### src/stmi_params.svh
// Offsets, segment thresholds, reset values and timing figures of the indicator
`ifndef STMI_PARAMS_SVH
`define STMI_PARAMS_SVH

// Clock rate and the 1 ms time base
`define STMI_CLK_HZ 40000000
`define STMI_TICK_CYC (`STMI_CLK_HZ / 1000)

// Times in milliseconds
`define STMI_RATE_HOLD_MS 3000
`define STMI_TACT_HOLD_MS 5000
`define STMI_XFER_HOLD_MS 8000
`define STMI_GAP_MS 200
`define STMI_FLASH_MS 250
`define STMI_PWRON_STEP_MS 200

// Count saturation and segment thresholds
`define STMI_CNT_MAX 14'h270f
`define STMI_CNT_TH5 14'h0064
`define STMI_CNT_TH4 14'h0032
`define STMI_CNT_TH3 14'h000a
`define STMI_CNT_TH2 14'h0005
`define STMI_CNT_TH1 14'h0001
`define STMI_PCT_TH5 7'h51
`define STMI_PCT_TH4 7'h3d
`define STMI_PCT_TH3 7'h29
`define STMI_PCT_TH2 7'h15
`define STMI_PCT_TH1 7'h01

// Register offsets and reset values
`define STMI_REG_CTRL 4'h0
`define STMI_REG_MATCH 4'h4
`define STMI_REG_STATUS 4'h8
`define STMI_REG_COUNT 4'hc
`define STMI_CTRL_RST 8'h00
`define STMI_MATCH_RST 14'h0001
`define STMI_PWRON_LAST 3'h5

`endif

### src/stmi_pkg.sv
// Types shared by the indicator block and its environment
package stmi_pkg;
	typedef enum logic [1:0] {MODE_NORMAL, MODE_RATE, MODE_TACT} stmi_mode_t;
	typedef enum logic [1:0] {SYS_PWRON, SYS_RUN, SYS_LOCK, SYS_XFER} stmi_sys_t;
	typedef enum logic [2:0] {CMD_FIRST_TRIAL_START, CMD_SECOND_TRIAL_START,
		CMD_ONLINE_TRIAL_ENABLE, CMD_QUIT, CMD_LOCK, CMD_UNLOCK} stmi_cmd_t;
	typedef enum logic [1:0] {REC_RATE, REC_TACT, REC_ONLINE} stmi_rec_kind_t;

	typedef struct packed {
		logic valid;
		stmi_cmd_t code;
	} stmi_cmd_req_t;

	typedef struct packed {
		logic valid;
		logic ok;
	} stmi_resp_t;

	typedef struct packed {
		logic valid;
		stmi_rec_kind_t kind;
		logic add_good;
		logic add_scan;
		logic [13:0] good;
		logic [13:0] scan;
		logic [6:0] rate;
	} stmi_rec_t;

	typedef struct packed {
		logic add_scan;
		logic add_count;
		logic send_after_trig;
		logic [1:0] multi;
		logic trig_test_tact;
		logic trig_test_en;
		logic show_en;
	} stmi_ctrl_t;
endpackage

### src/stmi_top.sv
// Test-mode and read-quality indicator for a scanning code reader
//
// The register offsets and strobed register access were chosen for this implementation.
`timescale 1ns/1ps
`default_nettype none
`include "stmi_params.svh"

// Behaviour
// - Holding button five seconds, two segments lit, release selects tact check.
// - Button or command started test mode keeps laser on regardless of trigger.
// - Tact check: dark while decoding; result after 0.2 s without decode.
// - Count to segments: 100+ five, 50 four, 10 three, 5 two, 1 one.
// - Tact lamp green when count nonzero and at least match count, else red.
// - Test modes drive lamp but never the external pass/fail outputs.
// - Reported decode count saturates at 9999.
// - Same label within 0.2 s continues count; different label starts new one.
// - Another button press during a button or command started test mode returns to normal.
// - Host trial-start commands enter the matching test mode.
// - Trigger-start option: trigger selects test mode, trial commands refused.
// - Online enable command answers OK, sets flag lost at reset.
// - Online mode reads normally, shows and sends after trigger goes off.
// - Online record: good count, scan count incl. empty scans.
// - Quit command clears online mode and answers OK.
// - Rate mode: segments per 20 percent step, lamp green unless zero.
// - Normal mode shows count only if online, or if enabled and a qualifying mode set.
// - Rate results carry no decode or scan counts.
// - Power-on walk up, setup all flash, transfer wait 1,3,5 flash.
// - Holding button eight seconds enters settings-transfer wait.
// - Lock forces laser off, bottom flashes; unlock restarts power-on.
// - Fault flashes segment 2,3 or 4; link error flashes top until press.
module stmi_top import stmi_pkg::*; #(
	parameter int TICK_CYC = `STMI_TICK_CYC,
	parameter int RATE_HOLD_MS = `STMI_RATE_HOLD_MS,
	parameter int TACT_HOLD_MS = `STMI_TACT_HOLD_MS,
	parameter int XFER_HOLD_MS = `STMI_XFER_HOLD_MS,
	parameter int GAP_MS = `STMI_GAP_MS,
	parameter int FLASH_MS = `STMI_FLASH_MS,
	parameter int STEP_MS = `STMI_PWRON_STEP_MS
) (
	input wire logic CLOCK,
	input wire logic RST,
	input wire logic [3:0] ADDR,
	input wire logic [31:0] WDATA,
	input wire logic WR,
	input wire logic RD,
	output logic [31:0] RDATA,
	input wire logic BUTTON,
	input wire logic TRIGGER,
	input wire logic DECODE,
	input wire logic [15:0] LABEL_TAG,
	input wire logic SCAN,
	input wire logic RATE_VALID,
	input wire logic [6:0] RATE_PCT,
	input wire logic RESULT_PASS,
	input wire logic RESULT_FAIL,
	input wire logic SETUP_BUSY,
	input wire logic XFER_DONE,
	input wire logic [1:0] FAULT_SEL,
	input wire logic LINK_ERR,
	input wire stmi_cmd_req_t CMD,
	output var stmi_resp_t RESP,
	output var stmi_rec_t REC,
	output logic [4:0] SEGMENT,
	output logic LAMP_GREEN,
	output logic LAMP_RED,
	output logic PASS_FAIL_GOOD,
	output logic PASS_FAIL_BAD,
	output logic LASER_ON
);
	stmi_mode_t mode_r, mode_q_r;
	stmi_sys_t sys_r;
	stmi_ctrl_t ctrl_r;
	logic [13:0] match_r, good_r, scan_r, fin_good_r, fin_scan_r;
	logic [15:0] tick_cnt_r, label_r;
	logic [12:0] hold_r;
	logic [7:0] gap_r, flash_cnt_r, step_ms_r;
	logic [2:0] step_r;
	logic [4:0] res_seg_r;
	logic tick_r, flash_r, btn_q_r, trig_q_r, arm_r, online_r, plc_r;
	logic counting_r, fin_r, show_cond;
	logic btn_press, btn_release, cmd_trial, cmd_is;

	// Thermometer code of n lit segments from the bottom
	function automatic logic [4:0] therm(input logic [2:0] n);
		logic [4:0] t;
		t = 5'h00;
		for (int i = 0; i < 5; i++) begin
			t[i] = (3'(i) < n);
		end
		return t;
	endfunction

	// Decode count to segment number
	function automatic logic [2:0] cnt_lvl(input logic [13:0] c);
		if (c >= `STMI_CNT_TH5) return 3'h5;
		else if (c >= `STMI_CNT_TH4) return 3'h4;
		else if (c >= `STMI_CNT_TH3) return 3'h3;
		else if (c >= `STMI_CNT_TH2) return 3'h2;
		else if (c >= `STMI_CNT_TH1) return 3'h1;
		else return 3'h0;
	endfunction

	// Read rate percentage to segment number
	function automatic logic [2:0] pct_lvl(input logic [6:0] p);
		if (p >= `STMI_PCT_TH5) return 3'h5;
		else if (p >= `STMI_PCT_TH4) return 3'h4;
		else if (p >= `STMI_PCT_TH3) return 3'h3;
		else if (p >= `STMI_PCT_TH2) return 3'h2;
		else if (p >= `STMI_PCT_TH1) return 3'h1;
		else return 3'h0;
	endfunction

	// Saturating count step
	function automatic logic [13:0] sat_inc(input logic [13:0] c);
		return (c == `STMI_CNT_MAX) ? c : c + 14'h0001;
	endfunction

	assign btn_press = BUTTON & ~btn_q_r;
	assign btn_release = ~BUTTON & btn_q_r;
	assign cmd_is = CMD.valid;
	assign cmd_trial = cmd_is && (CMD.code == CMD_FIRST_TRIAL_START ||
		CMD.code == CMD_SECOND_TRIAL_START);
	assign show_cond = ctrl_r.show_en && (ctrl_r.multi == 2'h1 ||
		ctrl_r.multi == 2'h2 || ctrl_r.send_after_trig ||
		ctrl_r.add_count);

	// 1 ms time base and flash phase
	always_ff @(posedge CLOCK or posedge RST) begin
		if (RST) begin
			tick_cnt_r <= 16'h0000;
			tick_r <= 1'b0;
			flash_cnt_r <= 8'h00;
			flash_r <= 1'b0;
		end else begin
			tick_r <= (tick_cnt_r == 16'(TICK_CYC - 1));
			tick_cnt_r <= (tick_cnt_r == 16'(TICK_CYC - 1)) ? 16'h0000 :
				tick_cnt_r + 16'h0001;
			if (tick_r) begin
				if (flash_cnt_r == 8'(FLASH_MS - 1)) begin
					flash_cnt_r <= 8'h00;
					flash_r <= ~flash_r;
				end else begin
					flash_cnt_r <= flash_cnt_r + 8'h01;
				end
			end
		end
	end

	// Button and trigger edges, hold time, selection arming
	always_ff @(posedge CLOCK or posedge RST) begin
		if (RST) begin
			btn_q_r <= 1'b0;
			trig_q_r <= 1'b0;
			hold_r <= 13'h0000;
			arm_r <= 1'b0;
		end else begin
			btn_q_r <= BUTTON;
			trig_q_r <= TRIGGER;
			if (!BUTTON) begin
				hold_r <= 13'h0000;
			end else if (tick_r && hold_r < 13'(XFER_HOLD_MS)) begin
				hold_r <= hold_r + 13'h0001;
			end
			if (btn_press) begin
				arm_r <= (mode_r == MODE_NORMAL) && (sys_r == SYS_RUN);
			end else if (btn_release || sys_r != SYS_RUN) begin
				arm_r <= 1'b0;
			end
		end
	end

	// Unit state: power-on walk, lock, transfer wait
	always_ff @(posedge CLOCK or posedge RST) begin
		if (RST) begin
			sys_r <= SYS_PWRON;
			step_r <= 3'h0;
			step_ms_r <= 8'h00;
		end else if (cmd_is && CMD.code == CMD_LOCK) begin
			sys_r <= SYS_LOCK;
		end else begin
			case (sys_r)
				SYS_PWRON: begin
					if (tick_r) begin
						if (step_ms_r == 8'(STEP_MS - 1)) begin
							step_ms_r <= 8'h00;
							if (step_r == `STMI_PWRON_LAST) begin
								sys_r <= SYS_RUN;
							end else begin
								step_r <= step_r + 3'h1;
							end
						end else begin
							step_ms_r <= step_ms_r + 8'h01;
						end
					end
				end
				SYS_RUN: begin
					if (BUTTON && arm_r && hold_r >= 13'(XFER_HOLD_MS)) begin
						sys_r <= SYS_XFER;
					end
				end
				SYS_LOCK: begin
					if (cmd_is && CMD.code == CMD_UNLOCK) begin
						sys_r <= SYS_PWRON;
						step_r <= 3'h0;
						step_ms_r <= 8'h00;
					end
				end
				SYS_XFER: begin
					if (XFER_DONE) begin
						sys_r <= SYS_RUN;
					end
				end
				default: sys_r <= SYS_PWRON;
			endcase
		end
	end

	// Test mode selection
	always_ff @(posedge CLOCK or posedge RST) begin
		if (RST) begin
			mode_r <= MODE_NORMAL;
		end else if (sys_r != SYS_RUN) begin
			mode_r <= MODE_NORMAL;
		end else if (ctrl_r.trig_test_en) begin
			if (TRIGGER) begin
				mode_r <= ctrl_r.trig_test_tact ? MODE_TACT : MODE_RATE;
			end else begin
				mode_r <= MODE_NORMAL;
			end
		end else if (btn_press && mode_r != MODE_NORMAL) begin
			mode_r <= MODE_NORMAL;
		end else if (btn_release && arm_r &&
			hold_r >= 13'(TACT_HOLD_MS)) begin
			mode_r <= MODE_TACT;
		end else if (btn_release && arm_r &&
			hold_r >= 13'(RATE_HOLD_MS)) begin
			mode_r <= MODE_RATE;
		end else if (cmd_trial) begin
			mode_r <= (CMD.code == CMD_FIRST_TRIAL_START) ? MODE_RATE :
				MODE_TACT;
		end
	end

	// Command answers and the volatile online flag
	always_ff @(posedge CLOCK or posedge RST) begin
		if (RST) begin
			RESP <= '0;
			online_r <= 1'b0;
		end else begin
			RESP.valid <= cmd_is;
			RESP.ok <= !(cmd_trial && ctrl_r.trig_test_en);
			if (cmd_is && CMD.code == CMD_ONLINE_TRIAL_ENABLE) begin
				online_r <= 1'b1;
			end else if (cmd_is && CMD.code == CMD_QUIT) begin
				online_r <= 1'b0;
			end
		end
	end

	// Decode and scan counting per label or per trigger
	always_ff @(posedge CLOCK or posedge RST) begin
		if (RST) begin
			good_r <= 14'h0000;
			scan_r <= 14'h0000;
			label_r <= 16'h0000;
			gap_r <= 8'h00;
			counting_r <= 1'b0;
			fin_r <= 1'b0;
			fin_good_r <= 14'h0000;
			fin_scan_r <= 14'h0000;
		end else begin
			fin_r <= 1'b0;
			if (mode_r != mode_q_r || sys_r != SYS_RUN ||
				mode_r == MODE_RATE) begin
				counting_r <= 1'b0;
			end else if (mode_r == MODE_TACT) begin
				if (DECODE) begin
					gap_r <= 8'h00;
					if (counting_r && LABEL_TAG == label_r) begin
						good_r <= sat_inc(good_r);
					end else begin
						fin_r <= counting_r;
						fin_good_r <= good_r;
						fin_scan_r <= scan_r;
						good_r <= 14'h0001;
						scan_r <= 14'h0000;
						label_r <= LABEL_TAG;
						counting_r <= 1'b1;
					end
				end else if (counting_r && tick_r) begin
					if (gap_r == 8'(GAP_MS - 1)) begin
						fin_r <= 1'b1;
						fin_good_r <= good_r;
						fin_scan_r <= scan_r;
						counting_r <= 1'b0;
					end else begin
						gap_r <= gap_r + 8'h01;
					end
				end
			end else if (!ctrl_r.trig_test_en) begin
				if (TRIGGER && !trig_q_r) begin
					good_r <= 14'h0000;
					scan_r <= 14'h0000;
					counting_r <= 1'b1;
				end else if (!TRIGGER && trig_q_r && counting_r) begin
					fin_r <= 1'b1;
					fin_good_r <= good_r;
					fin_scan_r <= scan_r;
					counting_r <= 1'b0;
				end else if (counting_r) begin
					if (DECODE) begin
						good_r <= sat_inc(good_r);
					end
					if (SCAN) begin
						scan_r <= sat_inc(scan_r);
					end
				end
			end
		end
	end

	// Result display, lamp and records
	always_ff @(posedge CLOCK or posedge RST) begin
		if (RST) begin
			mode_q_r <= MODE_NORMAL;
			res_seg_r <= 5'h00;
			LAMP_GREEN <= 1'b0;
			LAMP_RED <= 1'b0;
			REC <= '0;
		end else begin
			mode_q_r <= mode_r;
			REC.valid <= 1'b0;
			if (mode_r != mode_q_r) begin
				res_seg_r <= 5'h00;
				LAMP_GREEN <= 1'b0;
				LAMP_RED <= 1'b0;
			end else begin
				case (mode_r)
					MODE_RATE: begin
						if (RATE_VALID) begin
							res_seg_r <= therm(pct_lvl(RATE_PCT));
							LAMP_GREEN <= (RATE_PCT != 7'h00);
							LAMP_RED <= (RATE_PCT == 7'h00);
							REC.valid <= 1'b1;
							REC.kind <= REC_RATE;
							REC.add_good <= 1'b0;
							REC.add_scan <= 1'b0;
							REC.rate <= RATE_PCT;
						end
					end
					MODE_TACT: begin
						if (counting_r) begin
							res_seg_r <= 5'h00;
						end else if (fin_r) begin
							res_seg_r <= therm(cnt_lvl(fin_good_r));
						end
						if (fin_r) begin
							LAMP_GREEN <= fin_good_r != 14'h0000 &&
								fin_good_r >= match_r;
							LAMP_RED <= fin_good_r == 14'h0000 ||
								fin_good_r < match_r;
							REC.valid <= 1'b1;
							REC.kind <= REC_TACT;
							REC.add_good <= 1'b1;
							REC.add_scan <= ctrl_r.add_scan;
							REC.good <= fin_good_r;
							REC.scan <= fin_scan_r;
						end
					end
					default: begin
						if (RESULT_PASS || RESULT_FAIL) begin
							LAMP_GREEN <= RESULT_PASS;
							LAMP_RED <= RESULT_FAIL;
						end
						if (fin_r && (online_r || show_cond)) begin
							res_seg_r <= therm(cnt_lvl(fin_good_r));
						end
						if (fin_r && online_r) begin
							REC.valid <= 1'b1;
							REC.kind <= REC_ONLINE;
							REC.add_good <= 1'b1;
							REC.add_scan <= 1'b1;
							REC.good <= fin_good_r;
							REC.scan <= fin_scan_r;
						end
					end
				endcase
			end
		end
	end

	// Link error stays until a button press; a new error wins
	always_ff @(posedge CLOCK or posedge RST) begin
		if (RST) begin
			plc_r <= 1'b0;
		end else begin
			plc_r <= LINK_ERR | (plc_r & ~btn_press);
		end
	end

	// Segment drive with status patterns on top
	always_ff @(posedge CLOCK or posedge RST) begin
		if (RST) begin
			SEGMENT <= 5'h00;
		end else begin
			case (sys_r)
				SYS_PWRON: SEGMENT <= therm(step_r);
				SYS_LOCK: SEGMENT <= {4'h0, flash_r};
				SYS_XFER: SEGMENT <= flash_r ? 5'h15 : 5'h00;
				default: begin
					if (SETUP_BUSY) begin
						SEGMENT <= flash_r ? 5'h1f : 5'h00;
					end else if (FAULT_SEL != 2'h0) begin
						SEGMENT <= flash_r ? 5'h10 >> FAULT_SEL : 5'h00;
					end else if (plc_r) begin
						SEGMENT <= {flash_r, 4'h0};
					end else if (arm_r && hold_r >= 13'(TACT_HOLD_MS)) begin
						SEGMENT <= therm(3'h2);
					end else if (arm_r && hold_r >= 13'(RATE_HOLD_MS)) begin
						SEGMENT <= therm(3'h1);
					end else begin
						SEGMENT <= res_seg_r;
					end
				end
			endcase
		end
	end

	// Laser and external pass/fail outputs
	always_ff @(posedge CLOCK or posedge RST) begin
		if (RST) begin
			LASER_ON <= 1'b0;
			PASS_FAIL_GOOD <= 1'b0;
			PASS_FAIL_BAD <= 1'b0;
		end else begin
			if (sys_r != SYS_RUN) begin
				LASER_ON <= 1'b0;
			end else if (mode_r != MODE_NORMAL) begin
				LASER_ON <= 1'b1;
			end else begin
				LASER_ON <= TRIGGER && !ctrl_r.trig_test_en;
			end
			PASS_FAIL_GOOD <= (mode_r == MODE_NORMAL) && RESULT_PASS;
			PASS_FAIL_BAD <= (mode_r == MODE_NORMAL) && RESULT_FAIL;
		end
	end

	// Register writes
	always_ff @(posedge CLOCK or posedge RST) begin
		if (RST) begin
			ctrl_r <= `STMI_CTRL_RST;
			match_r <= `STMI_MATCH_RST;
		end else if (WR) begin
			if (ADDR == `STMI_REG_CTRL) begin
				ctrl_r <= WDATA[7:0];
			end
			if (ADDR == `STMI_REG_MATCH) begin
				match_r <= WDATA[13:0];
			end
		end
	end

	// Register reads, data in the cycle after the strobe only
	always_ff @(posedge CLOCK or posedge RST) begin
		if (RST) begin
			RDATA <= 32'h0000_0000;
		end else if (RD) begin
			case (ADDR)
				`STMI_REG_CTRL: RDATA <= {24'h00_0000, ctrl_r};
				`STMI_REG_MATCH: RDATA <= {18'h0_0000, match_r};
				`STMI_REG_STATUS: RDATA <= {25'h000_0000, online_r,
					counting_r, plc_r, sys_r, mode_r};
				`STMI_REG_COUNT: RDATA <= {4'h0, fin_scan_r, fin_good_r};
				default: RDATA <= 32'h0000_0000;
			endcase
		end else begin
			RDATA <= 32'h0000_0000;
		end
	end
endmodule // stmi_top
`default_nettype wire

### config.mk
export PLATFORM = sky130hd
export DESIGN_NAME = stmi_top
export DESIGN_NICKNAME = d
export VERILOG_FILES = /design/src/stmi_pkg.sv /design/src/stmi_top.sv
export VERILOG_INCLUDE_DIRS = /design/src
export SDC_FILE = /design/constraint.sdc
export NUM_CORES = 1
export LEC_CHECK = 0
export ABC_AREA = 1
export BUFFER_PORTS_ARGS = -buffer_cell sky130_fd_sc_hd__buf_2
export CAP_MARGIN = 20
export CORE_AREA = 5 5 175 177
export CTS_CLUSTER_DIAMETER = 30
export DETAILED_ROUTE_END_ITERATION = 10
export DIE_AREA = 0 0 180 182
export GPL_TIMING_DRIVEN = 0
export HOLD_SLACK_MARGIN = 0.15
export PLACE_DENSITY = 0.76
export SLEW_MARGIN = 20
export SYNTH_ARGS = -nofsm -noshare
export SYNTH_HDL_FRONTEND = slang
export SYNTH_SLANG_ARGS = --single-unit
### constraint.sdc
create_clock -name CLOCK -period 10 [get_ports CLOCK]
set_input_delay 2 -clock CLOCK [delete_from_list [all_inputs] [get_ports CLOCK]]
set_output_delay 2 -clock CLOCK [all_outputs]
set_load 0.005 [all_outputs]
==> results of run 1 <==
## Yosys cell counts (3+ instances only)
cell type,number,area share
o21ai_1,7,0.0027
buf_2,6,0.0024
nand2_4,4,0.0035
or2_2,5,0.0025
inv_1,232,0.068
nor2_1,140,0.041
ha_1,28,0.027
nand2_1,383,0.11
nor4_1,3,0.0015
o21ai_2,32,0.022
inv_2,3,0.00088
clkbuf_1,15,0.0044
nor3_1,43,0.017
o22ai_1,6,0.0029
buf_6,7,0.0062
a221oi_1,7,0.0048
xnor2_1,15,0.010
nand4_1,32,0.016
nand3_1,90,0.035
xor2_1,17,0.012
buf_4,5,0.0029
a21o_1,3,0.0018
o31ai_1,6,0.0035
dfrtp_1,249,0.49
nand2_2,5,0.0025
a31oi_1,6,0.0029
nor2_4,6,0.0053
o21ai_0,124,0.049
a21oi_1,53,0.021
## power by group through the flow
stage               clock network (mW)  registers (mW)  logic (mW)
floorplan                            0            1.33       0.464
global placement                     0            1.37       0.634
detailed placement                   0            1.38       0.660
CTS                               1.91            1.37       0.669
global route                      1.97            1.40       0.773
finish                            1.88            1.38       0.665
## cell type report
type / count / area, um^2 / share of cell area
inverter: 237 / 897 / 0.0561
timing repair buffer: 141 / 751 / 0.0469
clock buffer: 65 / 1490 / 0.0930
antenna: 1 / 2.50 / 0.000156
multi-input combinational: 1052 / 5390 / 0.337
tap: 390 / 488 / 0.0305
sequential: 250 / 6260 / 0.391
buffer: 37 / 238 / 0.0149
clock inverter: 38 / 480 / 0.0300
## sequential cells by signal, indices dropped and copies added (netlist names), 5 cells and up
signal / cells
RDATA: 28
REC: 40
SEGMENT: 5
ctrl_r: 8
fin_good_r: 14
fin_scan_r: 14
flash_cnt_r: 8
gap_r: 8
good_r: 14
hold_r: 13
label_r: 16
match_r: 14
res_seg_r: 5
scan_r: 14
step_ms_r: 8
tick_cnt_r: 16
## final timing paths
path                           startpoint  cells after the start             end
setup / recovery                  ADDR[1]                      7        RDATA[9]
hold / removal             flash_cnt_r[7]                      1  flash_cnt_r[7]
setup reg to reg                mode_r[0]                     10          REC[7]
hold reg to reg            flash_cnt_r[7]                      1  flash_cnt_r[7]
max in group asynchronous             RST                      3       RDATA[11]
min in group asynchronous             RST                      2      label_r[9]
## logic make-up (layout without fill, tap and decap cells)
kind of cell    after synthesis  in the layout  synth area share
compound gates              262            262             0.123
xor+xnor                     32             32            0.0220
fa+ha+maj                    28             28            0.0275
buf+inv                     274            518            0.0884
flops                       250            250             0.490
mux                           3              3           0.00255
other cells                   1              5          0.000294
simple gates                723            723             0.246
## metal layers
| layer | routed length [um] | GRT usage | share of wire | vias up |
|---|---|---|---|---|
| met1 | 14100 | 0.254 | 0.43 | 5472 |
| met3 | 1940 | 0.0371 | 0.059 | 81 |
| met5 | 0 | 0 | 0 | - |
| met4 | 942 | 0.0728 | 0.029 | 0 |
| met2 | 16000 | 0.335 | 0.49 | 374 |
| li1 | - | - | - | 5498 |
## stage by stage
| step | TNS, ps | instances |
|---|---|---|
| after detailed placement | 0 | 2107 |
| after CTS | 0 | 2210 |
| after floorplan | 0 | 1576 |
| final | 0 | 2211 |
| after global routing | 0 | 2210 |
| after global placement | -407870 | 2105 |
## worst max-delay path, cell delays in order
cell and delay [ps]:
buf_2 110, nor2_1 180, nand3_1 420, inv_1 250, clkbuf_1 430, nand2_1 160, a21oi_1 220
==> metrics.yaml, run 1 <==
outcome:
  outcome: "completed"
power:
  power.internal_mw: 2.75
  seq_power_share: 0.350
  pwr-share-comb: 0.170
  netSwitchingFraction: 0.299
  power_density_mw_per_mm2: 245
  power.switching_mw: 1.17
  clockPowerShare: 0.480
  ir_drop_mv: 0.126
  power.leakage_nw: 7.98
  finalPower_mw: 3.93
drt:
  drcViolationCount: 0
  wire_per_inst_um: 14.9
  first_iter_violations: 931
  via_per_inst: 5.17
  vias: 11400
  drtAntennaViolNets: 0
  drt_wl_total_mm: 32.9
  drt_pass1_iterations: 6
sta:
  rsz0062_at_grt: "no"
  min_period_ps: 3300
  setup_slack_ps: 6700
  worstMarginPinSlew_ps: 705
  slew_headroom: 0.526
  min_period_over_period: 0.330
  setup_violations: 0
  worst_hold_slack_ps: 462
  hold_viol: 0
  finalClockSkew_ps: 18.8
  max_freq_mhz: 303
  slew_viol_final: 0
run:
  maxCapViolCount: 0
worst_setup_path:
  cp-end-kind: "register"
  worstPathMaxFanout: 10
  crit_arrival_ps: 3760
  cp.required_ps: 10460
  rrSetupSlack_ps: 7520
  critPathLaunchType: "input port"
  worstSetupPathType: "input port to register"
placed_design:
  dpl_cell_area_mm2: 0.0140
  place_ws_ps: 6220
  place.gp.congestion: 0.903
  hpwl_mm: 23.6
  portBuffers: 139
die:
  die-area_mm2: 0.0328
  start_util: 0.439
  fp-row-count: 63
  die_h_um: 182
  num_io_pins: 163
  chipWidth_um: 180
  core_area_mm2: 0.0291
final_layout:
  final_layout_size_suffix_gt1_frac: 0.180
  layout_common_cells: "383 x nand2_1, 249 x dfrtp_1, 231 x inv_1"
  area_growth_pct: 25.3
  final_common_cell: "nand2_1"
  fillers: 2512
  finalInstanceArea_mm2: 0.0160
  fin_util: 0.550
  nets: 1881
cts:
  post_cts_buffers: 0
  worstSkewPairLatency_ps: 560
  clockBufferDepth: 3
  tritoncts: "yes"
  post_cts_resized: 0
  h-tree-depth: 2
  clkTransAtPathRegs_ps: 50
  clock-sinks: 250
  cts_buffers: 55
  cts_hold_buf: 0
  cts-root-buf: "clkbuf_16"
synth:
  synthesis.area_mm2: 0.0128
  synth-async-reset-ratio: 1.00
  ys_seq_elements: 250
  synth_edf_count: 0
  yosysUniqueCellTypes: 62
  syn_area_per_cell_um2: 8.11
  netlist_instances: 1573
  ys.flop_type: "dfrtp_1"
  ys_seq_area_frac: 0.490
  ys_warn_count: 0
global_routing:
  grt_remaining_overflow: 0
  track_usage: 0.198
  grt_pass1_wl_mm: 54.7
  grt_pass1_vias: 11300
  grt_start_max_net_pins: 109
  antenna_found_initial: 0
worst_hold_path:
  hold_path.class: "register to register"
Note: power is estimated with default switching activity, not from simulation.
==> run 2: changes to the inputs <==
Clock period 10 ns to 3.5 ns, I/O delays scaled along.
==> run 2 against run 1 <==
Core utilization up 0.85 points. Total power rose to 2.9 times the previous value. Die area unchanged. Non-clock buffer count up 7. Global-route usage up 0.62 points. Sequential share of layout area down 0.59 points. Sequential power rose to 2.8 times the previous value. Register-to-register slack worse by 6500 ps. First-iteration DRC count up 21%. Worst setup slack worse by 5700 ps. Worst hold slack worse by 160 ps. Sequential cell count unchanged. Critical path type is now register to register. Largest cell class unchanged.
==> metrics.yaml, run 2 (synthesized netlist as in run 1, its figures left out) <==
outcome:
  outcome: "completed"
run:
  maxCapViolCount: 0
worst_setup_path:
  worstSetupPathType: "register to register"
  cp.required_ps: 3980
  crit_slowest_cell: "dfrtp_1"
  cp-end-kind: "register"
  critPathLaunchType: "register"
  critPathBufInv: 4
  path_common_cell: "nand2_1"
  crit_arrival_ps: 2980
  r2r.worst_path.cells: 10
  reg2reg_to: "REC[15]"
  rrSetupSlack_ps: 1000
  crit_family: "buffers and inverters"
  crit_chain: "inv_1, ha_1, clkbuf_8, nand2_1, nand2_1, nand2_1, buf_2, buf_1, nand2_1, o21ai_0"
  rr_startpoint: "mode_r[0]"
  worstPathMaxFanout: 10
  crit_path_max_incr_delay_ps: 450
drt:
  wire_per_inst_um: 15.2
  drt_pass1_iterations: 7
  via_per_inst: 5.18
  drt-met1-wl_mm: 14.0
  first_iter_violations: 1126
  topRoutingLayerUsed: "met4"
  vias: 11500
  drt_wl_total_mm: 33.8
  met2_length_mm: 16.5
  wl_met3_mm: 2.12
  drcViolationCount: 0
  drtAntennaViolNets: 0
cts:
  clockBufferDepth: 3
  cts-root-buf: "clkbuf_16"
  clkTransAtPathRegs_ps: 50
  worstSkewPairLatency_ps: 590
  cts_hold_buf: 1
  tritoncts: "yes"
  cts_buffers: 60
  post_cts_buffers: 0
  post_cts_resized: 0
  h-tree-depth: 2
  clock-sinks: 250
worst_hold_path:
  hold_path.class: "input port to register"
  hold_start: "CMD[3]"
  whs_path_depth: 1
  hold-path-endpoint: "RESP[1]"
placed_design:
  portBuffers: 139
  placed_cells: 2113
  place.gp.congestion: 0.919
  dpl_cell_area_mm2: 0.0141
  hpwl_mm: 24.0
  place_ws_ps: 987
sta:
  rsz0062_at_grt: "no"
  finalClockSkew_ps: 31.8
  slew_headroom: 0.501
  setup_slack_ps: 1000
  slew_viol_final: 0
  setup_violations: 0
  max_freq_mhz: 400
  worstMarginPinSlew_ps: 743
  min_period_ps: 2500
  min_period_over_period: 0.714
  hold_viol: 0
final_layout:
  finalInstanceArea_mm2: 0.0162
  finalNonFillerCells: 2226
  nets: 1893
  top_register: "REC"
  top_regs: "REC (40), RDATA (28)"
  layout_common_cells: "383 x nand2_1, 249 x dfrtp_1, 231 x inv_1"
  multi_input_area_mm2: 0.00539
  area_growth_pct: 27.3
  largest_reg_flops: 40
  fillers: 2504
  regArea_mm2: 0.00626
  final_layout_size_suffix_gt1_frac: 0.186
  num_antenna_cells: 0
  final_common_cell: "nand2_1"
power:
  power.leakage_nw: 8.06
  finalPower_mw: 11.5
  power_density_mw_per_mm2: 710
  ir_drop_mv: 0.442
die:
  num_io_pins: 163
  core_area_mm2: 0.0291
  die_h_um: 182
  fp-row-count: 63
  start_util: 0.439
  chipWidth_um: 180
  die-area_mm2: 0.0328
global_routing:
  grt_remaining_overflow: 0
  track_usage: 0.204
  grt_pass1_wl_mm: 56.4
  antenna_found_initial: 0
  grt_start_max_net_pins: 36
  grt_pass1_vias: 11500
run 2: how the worst max path moves through the flow:
stage	start	end	slack, ps	cells after the start
6_report	mode_r[0]	REC[15]	1000	10
5_1_grt	mode_r[0]	scan_r[5]	820	13
3_3_place_gp	RST	REC[10]	-1940	2
2_1_floorplan	RST	LAMP_GREEN	-490	1
4_1_cts	mode_r[0]	REC[15]	1030	10
3_5_place_dp	LABEL_TAG[13]	label_r[3]	990	12
run 2: power breakdown:
| part | internal, mW | total [mW] | switching (mW) | leakage [nW] |
|---|---|---|---|---|
| combinational | 0.749 | 1.95 | 1.20 | 3.76 |
| sequential | 3.43 | 3.93 | 0.496 | 3.32 |
| clock | 3.86 | 5.66 | 1.80 | 0.984 |
run 2: per-stage QoR:
stage                util  setup TNS, ps  hold WS (ps)
floorplan               -        -121230           433
global placement    0.480        -478720           451
detailed placement  0.485              0           462
CTS                 0.558              0           279
global route        0.558              0           282
finish              0.558              0           302
run 2: per-layer routing:
| layer | track usage | up-vias |
|---|---|---|
| met4 | 0.0808 | 0 |
| met1 | 0.254 | 5501 |
| met5 | 0 | - |
| li1 | - | 5527 |
| met2 | 0.346 | 407 |
| met3 | 0.0455 | 87 |
run 2: worst register-to-register path: cells and delay by family (launching register included):
family          cells  cell delay [ps]
buf+inv             4              990
simple gates        4              540
flops               1              450
fa+ha+maj           1              320
compound gates      1              110
run 2: cell type report:
type / instances / area share
clock inverter: 39 / 0.0304
sequential: 250 / 0.385
inverter: 237 / 0.0550
timing repair buffer: 148 / 0.0533
multi-input combinational: 1052 / 0.332
tap: 390 / 0.0301
clock buffer: 73 / 0.0992
buffer: 37 / 0.0146
==> run 3: changes to the inputs <==
Settings changed: ABC_AREA 1 to 0, CORE_AREA 5 5 175 177 to 5 5 171 173, DIE_AREA 0 0 180 182 to 0 0 176 178.
Clock period 3.5 ns to 2.5 ns, I/O delays scaled along.
==> run 3 against run 2 <==
Count of clock-buffer cells in the layout down 10. Clock power up 20%. Sequential cell count unchanged. Combinational power down 49%. Critical endpoint is now label_r[3]. Largest cell class unchanged. Synthesized cell count down 28%. Largest power group unchanged. First-iteration DRC count down 36%.
==> metrics.yaml, run 3 <==
synth:
  synthSimpleGateAreaFrac: 0.170
  synth.top_cells.by_area: "dfrtp_1 51%, mux2_2 8.6%, ha_1 2.9%, nor2_1 2.7%, nand2_1 2.7%"
  synth_most_common_cell: "dfrtp_1"
  synth_fa_ha_area_frac: 0.0294
  ys_warn_count: 0
  yosys-top-cells-count: "249 x dfrtp_1, 93 x mux2_2, 89 x nor2_1"
  yosysTopAreaCell: "dfrtp_1"
  synthesis.area_mm2: 0.0122
  yosysUniqueCellTypes: 78
  ys.flop_type: "dfrtp_1"
  synth_edf_count: 0
  synth_compound_area_frac: 0.120
  synth_xor_area_frac: 0.0406
  synth_top_family_by_area: "simple AND/OR/NAND/NOR gates"
  synth_top_area_share: 0.509
  ys_seq_elements: 250
  synthMuxAreaShare: 0.0986
  ys_seq_area_frac: 0.511
  netlist_instances: 1133
  synth-async-reset-ratio: 1.00
  syn_area_per_cell_um2: 10.8
sta:
  max_freq_mhz: 419
  rsz0062_at_grt: "no"
  finalClockSkew_ps: 20.2
  min_period_ps: 2390
  hold_viol: 0
  worstMarginPinSlew_ps: 1010
  slew_headroom: 0.321
  min_period_over_period: 0.955
  setup_violations: 0
  tns_ps: 0
  slew_viol_final: 0
die:
  die_h_um: 178
  core_area_mm2: 0.0275
  start_util: 0.446
  die-area_mm2: 0.0313
  chipWidth_um: 176
  fp-row-count: 61
  num_io_pins: 163
drt:
  wire_per_inst_um: 17.0
  drt_pass1_iterations: 5
  vias: 9654
  drcViolationCount: 0
  drtAntennaViolNets: 0
  via_per_inst: 5.55
  drt_wl_total_mm: 29.5
  first_iter_violations: 726
cts:
  clkTransAtPathRegs_ps: 50
  h-tree-depth: 2
  clock-sinks: 250
  worstSkewPairLatency_ps: 540
  tritoncts: "yes"
  clockBufferDepth: 3
  cts-root-buf: "clkbuf_16"
  cts_buffers: 50
global_routing:
  grt_pass1_wl_mm: 48.9
  track_usage: 0.189
  grt_remaining_overflow: 0
  grt_pass1_vias: 9790
  grt_start_max_net_pins: 35
  antenna_found_initial: 1
final_layout:
  top_register: "REC"
  largest_reg_flops: 40
  top_regs: "REC (40), RDATA (28)"
  finalInstanceArea_mm2: 0.0156
  fin_util: 0.567
  layout_common_cells: "247 x dfrtp_1, 147 x buf_2, 93 x mux2_2"
  final_layout_size_suffix_gt1_frac: 0.287
  area_growth_pct: 27.3
  nets: 1460
  num_antenna_cells: 0
  final_common_cell: "dfrtp_1"
worst_setup_path:
  crit_path_max_incr_delay_ps: 450
  crit_chain: "inv_1, ha_2, nand4b_4, buf_4, nor2_4, o21a_1, buf_4, buf_4, mux2_2"
  rrSetupSlack_ps: 110
  rr_startpoint: "mode_r[1]"
  reg2reg_to: "label_r[3]"
  crit_arrival_ps: 2790
  worstPathMaxFanout: 10
  cp.required_ps: 2900
  worstSetupPathType: "register to register"
  cp-end-kind: "register"
  setup.worst_path.end: "label_r[3]"
  r2r.worst_path.cells: 9
  critPathLaunchType: "register"
  path_common_cell: "buf_4"
  crit_slowest_cell: "dfrtp_2"
  cp-startpoint: "mode_r[1]"
power:
  ir_drop_mv: 0.585
  finalPower_mw: 12.2
  power_density_mw_per_mm2: 781
  power.leakage_nw: 7.30
run:
  maxCapViolCount: 0
placed_design:
  place.gp.congestion: 0.890
  dpl_cell_area_mm2: 0.0136
  portBuffers: 140
  hpwl_mm: 21.0
worst_hold_path:
  hold_path.class: "input port to register"
outcome:
  outcome: "completed"
[run 3: worst max-delay path: cells and delay by family (launching register included)]
kind	cells	cell delay, ps
AND/OR/NAND/NOR	2	340
adder cells (fa/ha/maj)	1	260
multiplexers	1	360
buffers and inverters	4	680
flip-flops	1	450
AO/OA/AOI/OAI	1	170
[run 3: logic make-up (layout without fill, tap and decap cells)]
logic type                 Yosys count  in the layout
AOI/OAI and AO/OA                  217            217
xor gates and xnor gates            55             55
adders and majority gates           29             29
buffers and inverters               85            341
DFF                                250            250
muxes                              105            105
other                                1              4
and+or+nand+nor                    391            391
[run 3: area by class of cell]
class,instances,area [um^2]
fillers,2277,11900
flip-flops and latches,250,6260
multi-input cells,801,5740
clock buffers,63,1350
repair buffers,168,1060
well taps,346,433
clock inverters,28,389
plain buffers,42,206
inverters,40,154
[run 3: repair_timing]
item | in CTS | in global routing
gates resized for setup | 8 | 16
setup buffers | 7 | 7
hold endpoints to repair | 27 | 0
hold buffers | 4 | 0
setup endpoints to repair | 89 | 59
pin swaps | 3 | 2
[run 3: worst min-delay path by stage]
stage                       start            end  slack, ps  cells after the start
floorplan           tick_cnt_r[0]  tick_cnt_r[0]        430                      1
global placement    tick_cnt_r[0]  tick_cnt_r[0]        440                      1
detailed placement  tick_cnt_r[0]  tick_cnt_r[0]        450                      1
CTS                     WDATA[11]    match_r[11]        170                      2
global route            WDATA[11]    match_r[11]        200                      2
finish                  WDATA[11]    match_r[11]        190                      2
[run 3: routing by layer]
layer | track usage | vias to the layer above | routed length, um
li1 | - | 4538 | -
met1 | 0.252 | 4709 | 13000
met2 | 0.302 | 317 | 13600
met3 | 0.0326 | 88 | 1710
met4 | 0.0880 | 2 | 1160
met5 | 0 | - | 20
[run 3: stage by stage]
stage          hold slack, ps  worst slack [ps]  instances
6_report                  189               112       1738
3_3_place_gp              444             -2770       1622
4_1_cts                   169              3.17       1732
5_1_grt                   197             0.678       1738
3_5_place_dp              452              -462       1632
2_1_floorplan             433             -1290       1136
[run 3: power breakdown]
| part | internal [mW] | switching (mW) |
|---|---|---|
| Sequential | 4.24 | 0.174 |
| Combinational | 0.430 | 0.558 |
| Clock | 4.65 | 2.13 |
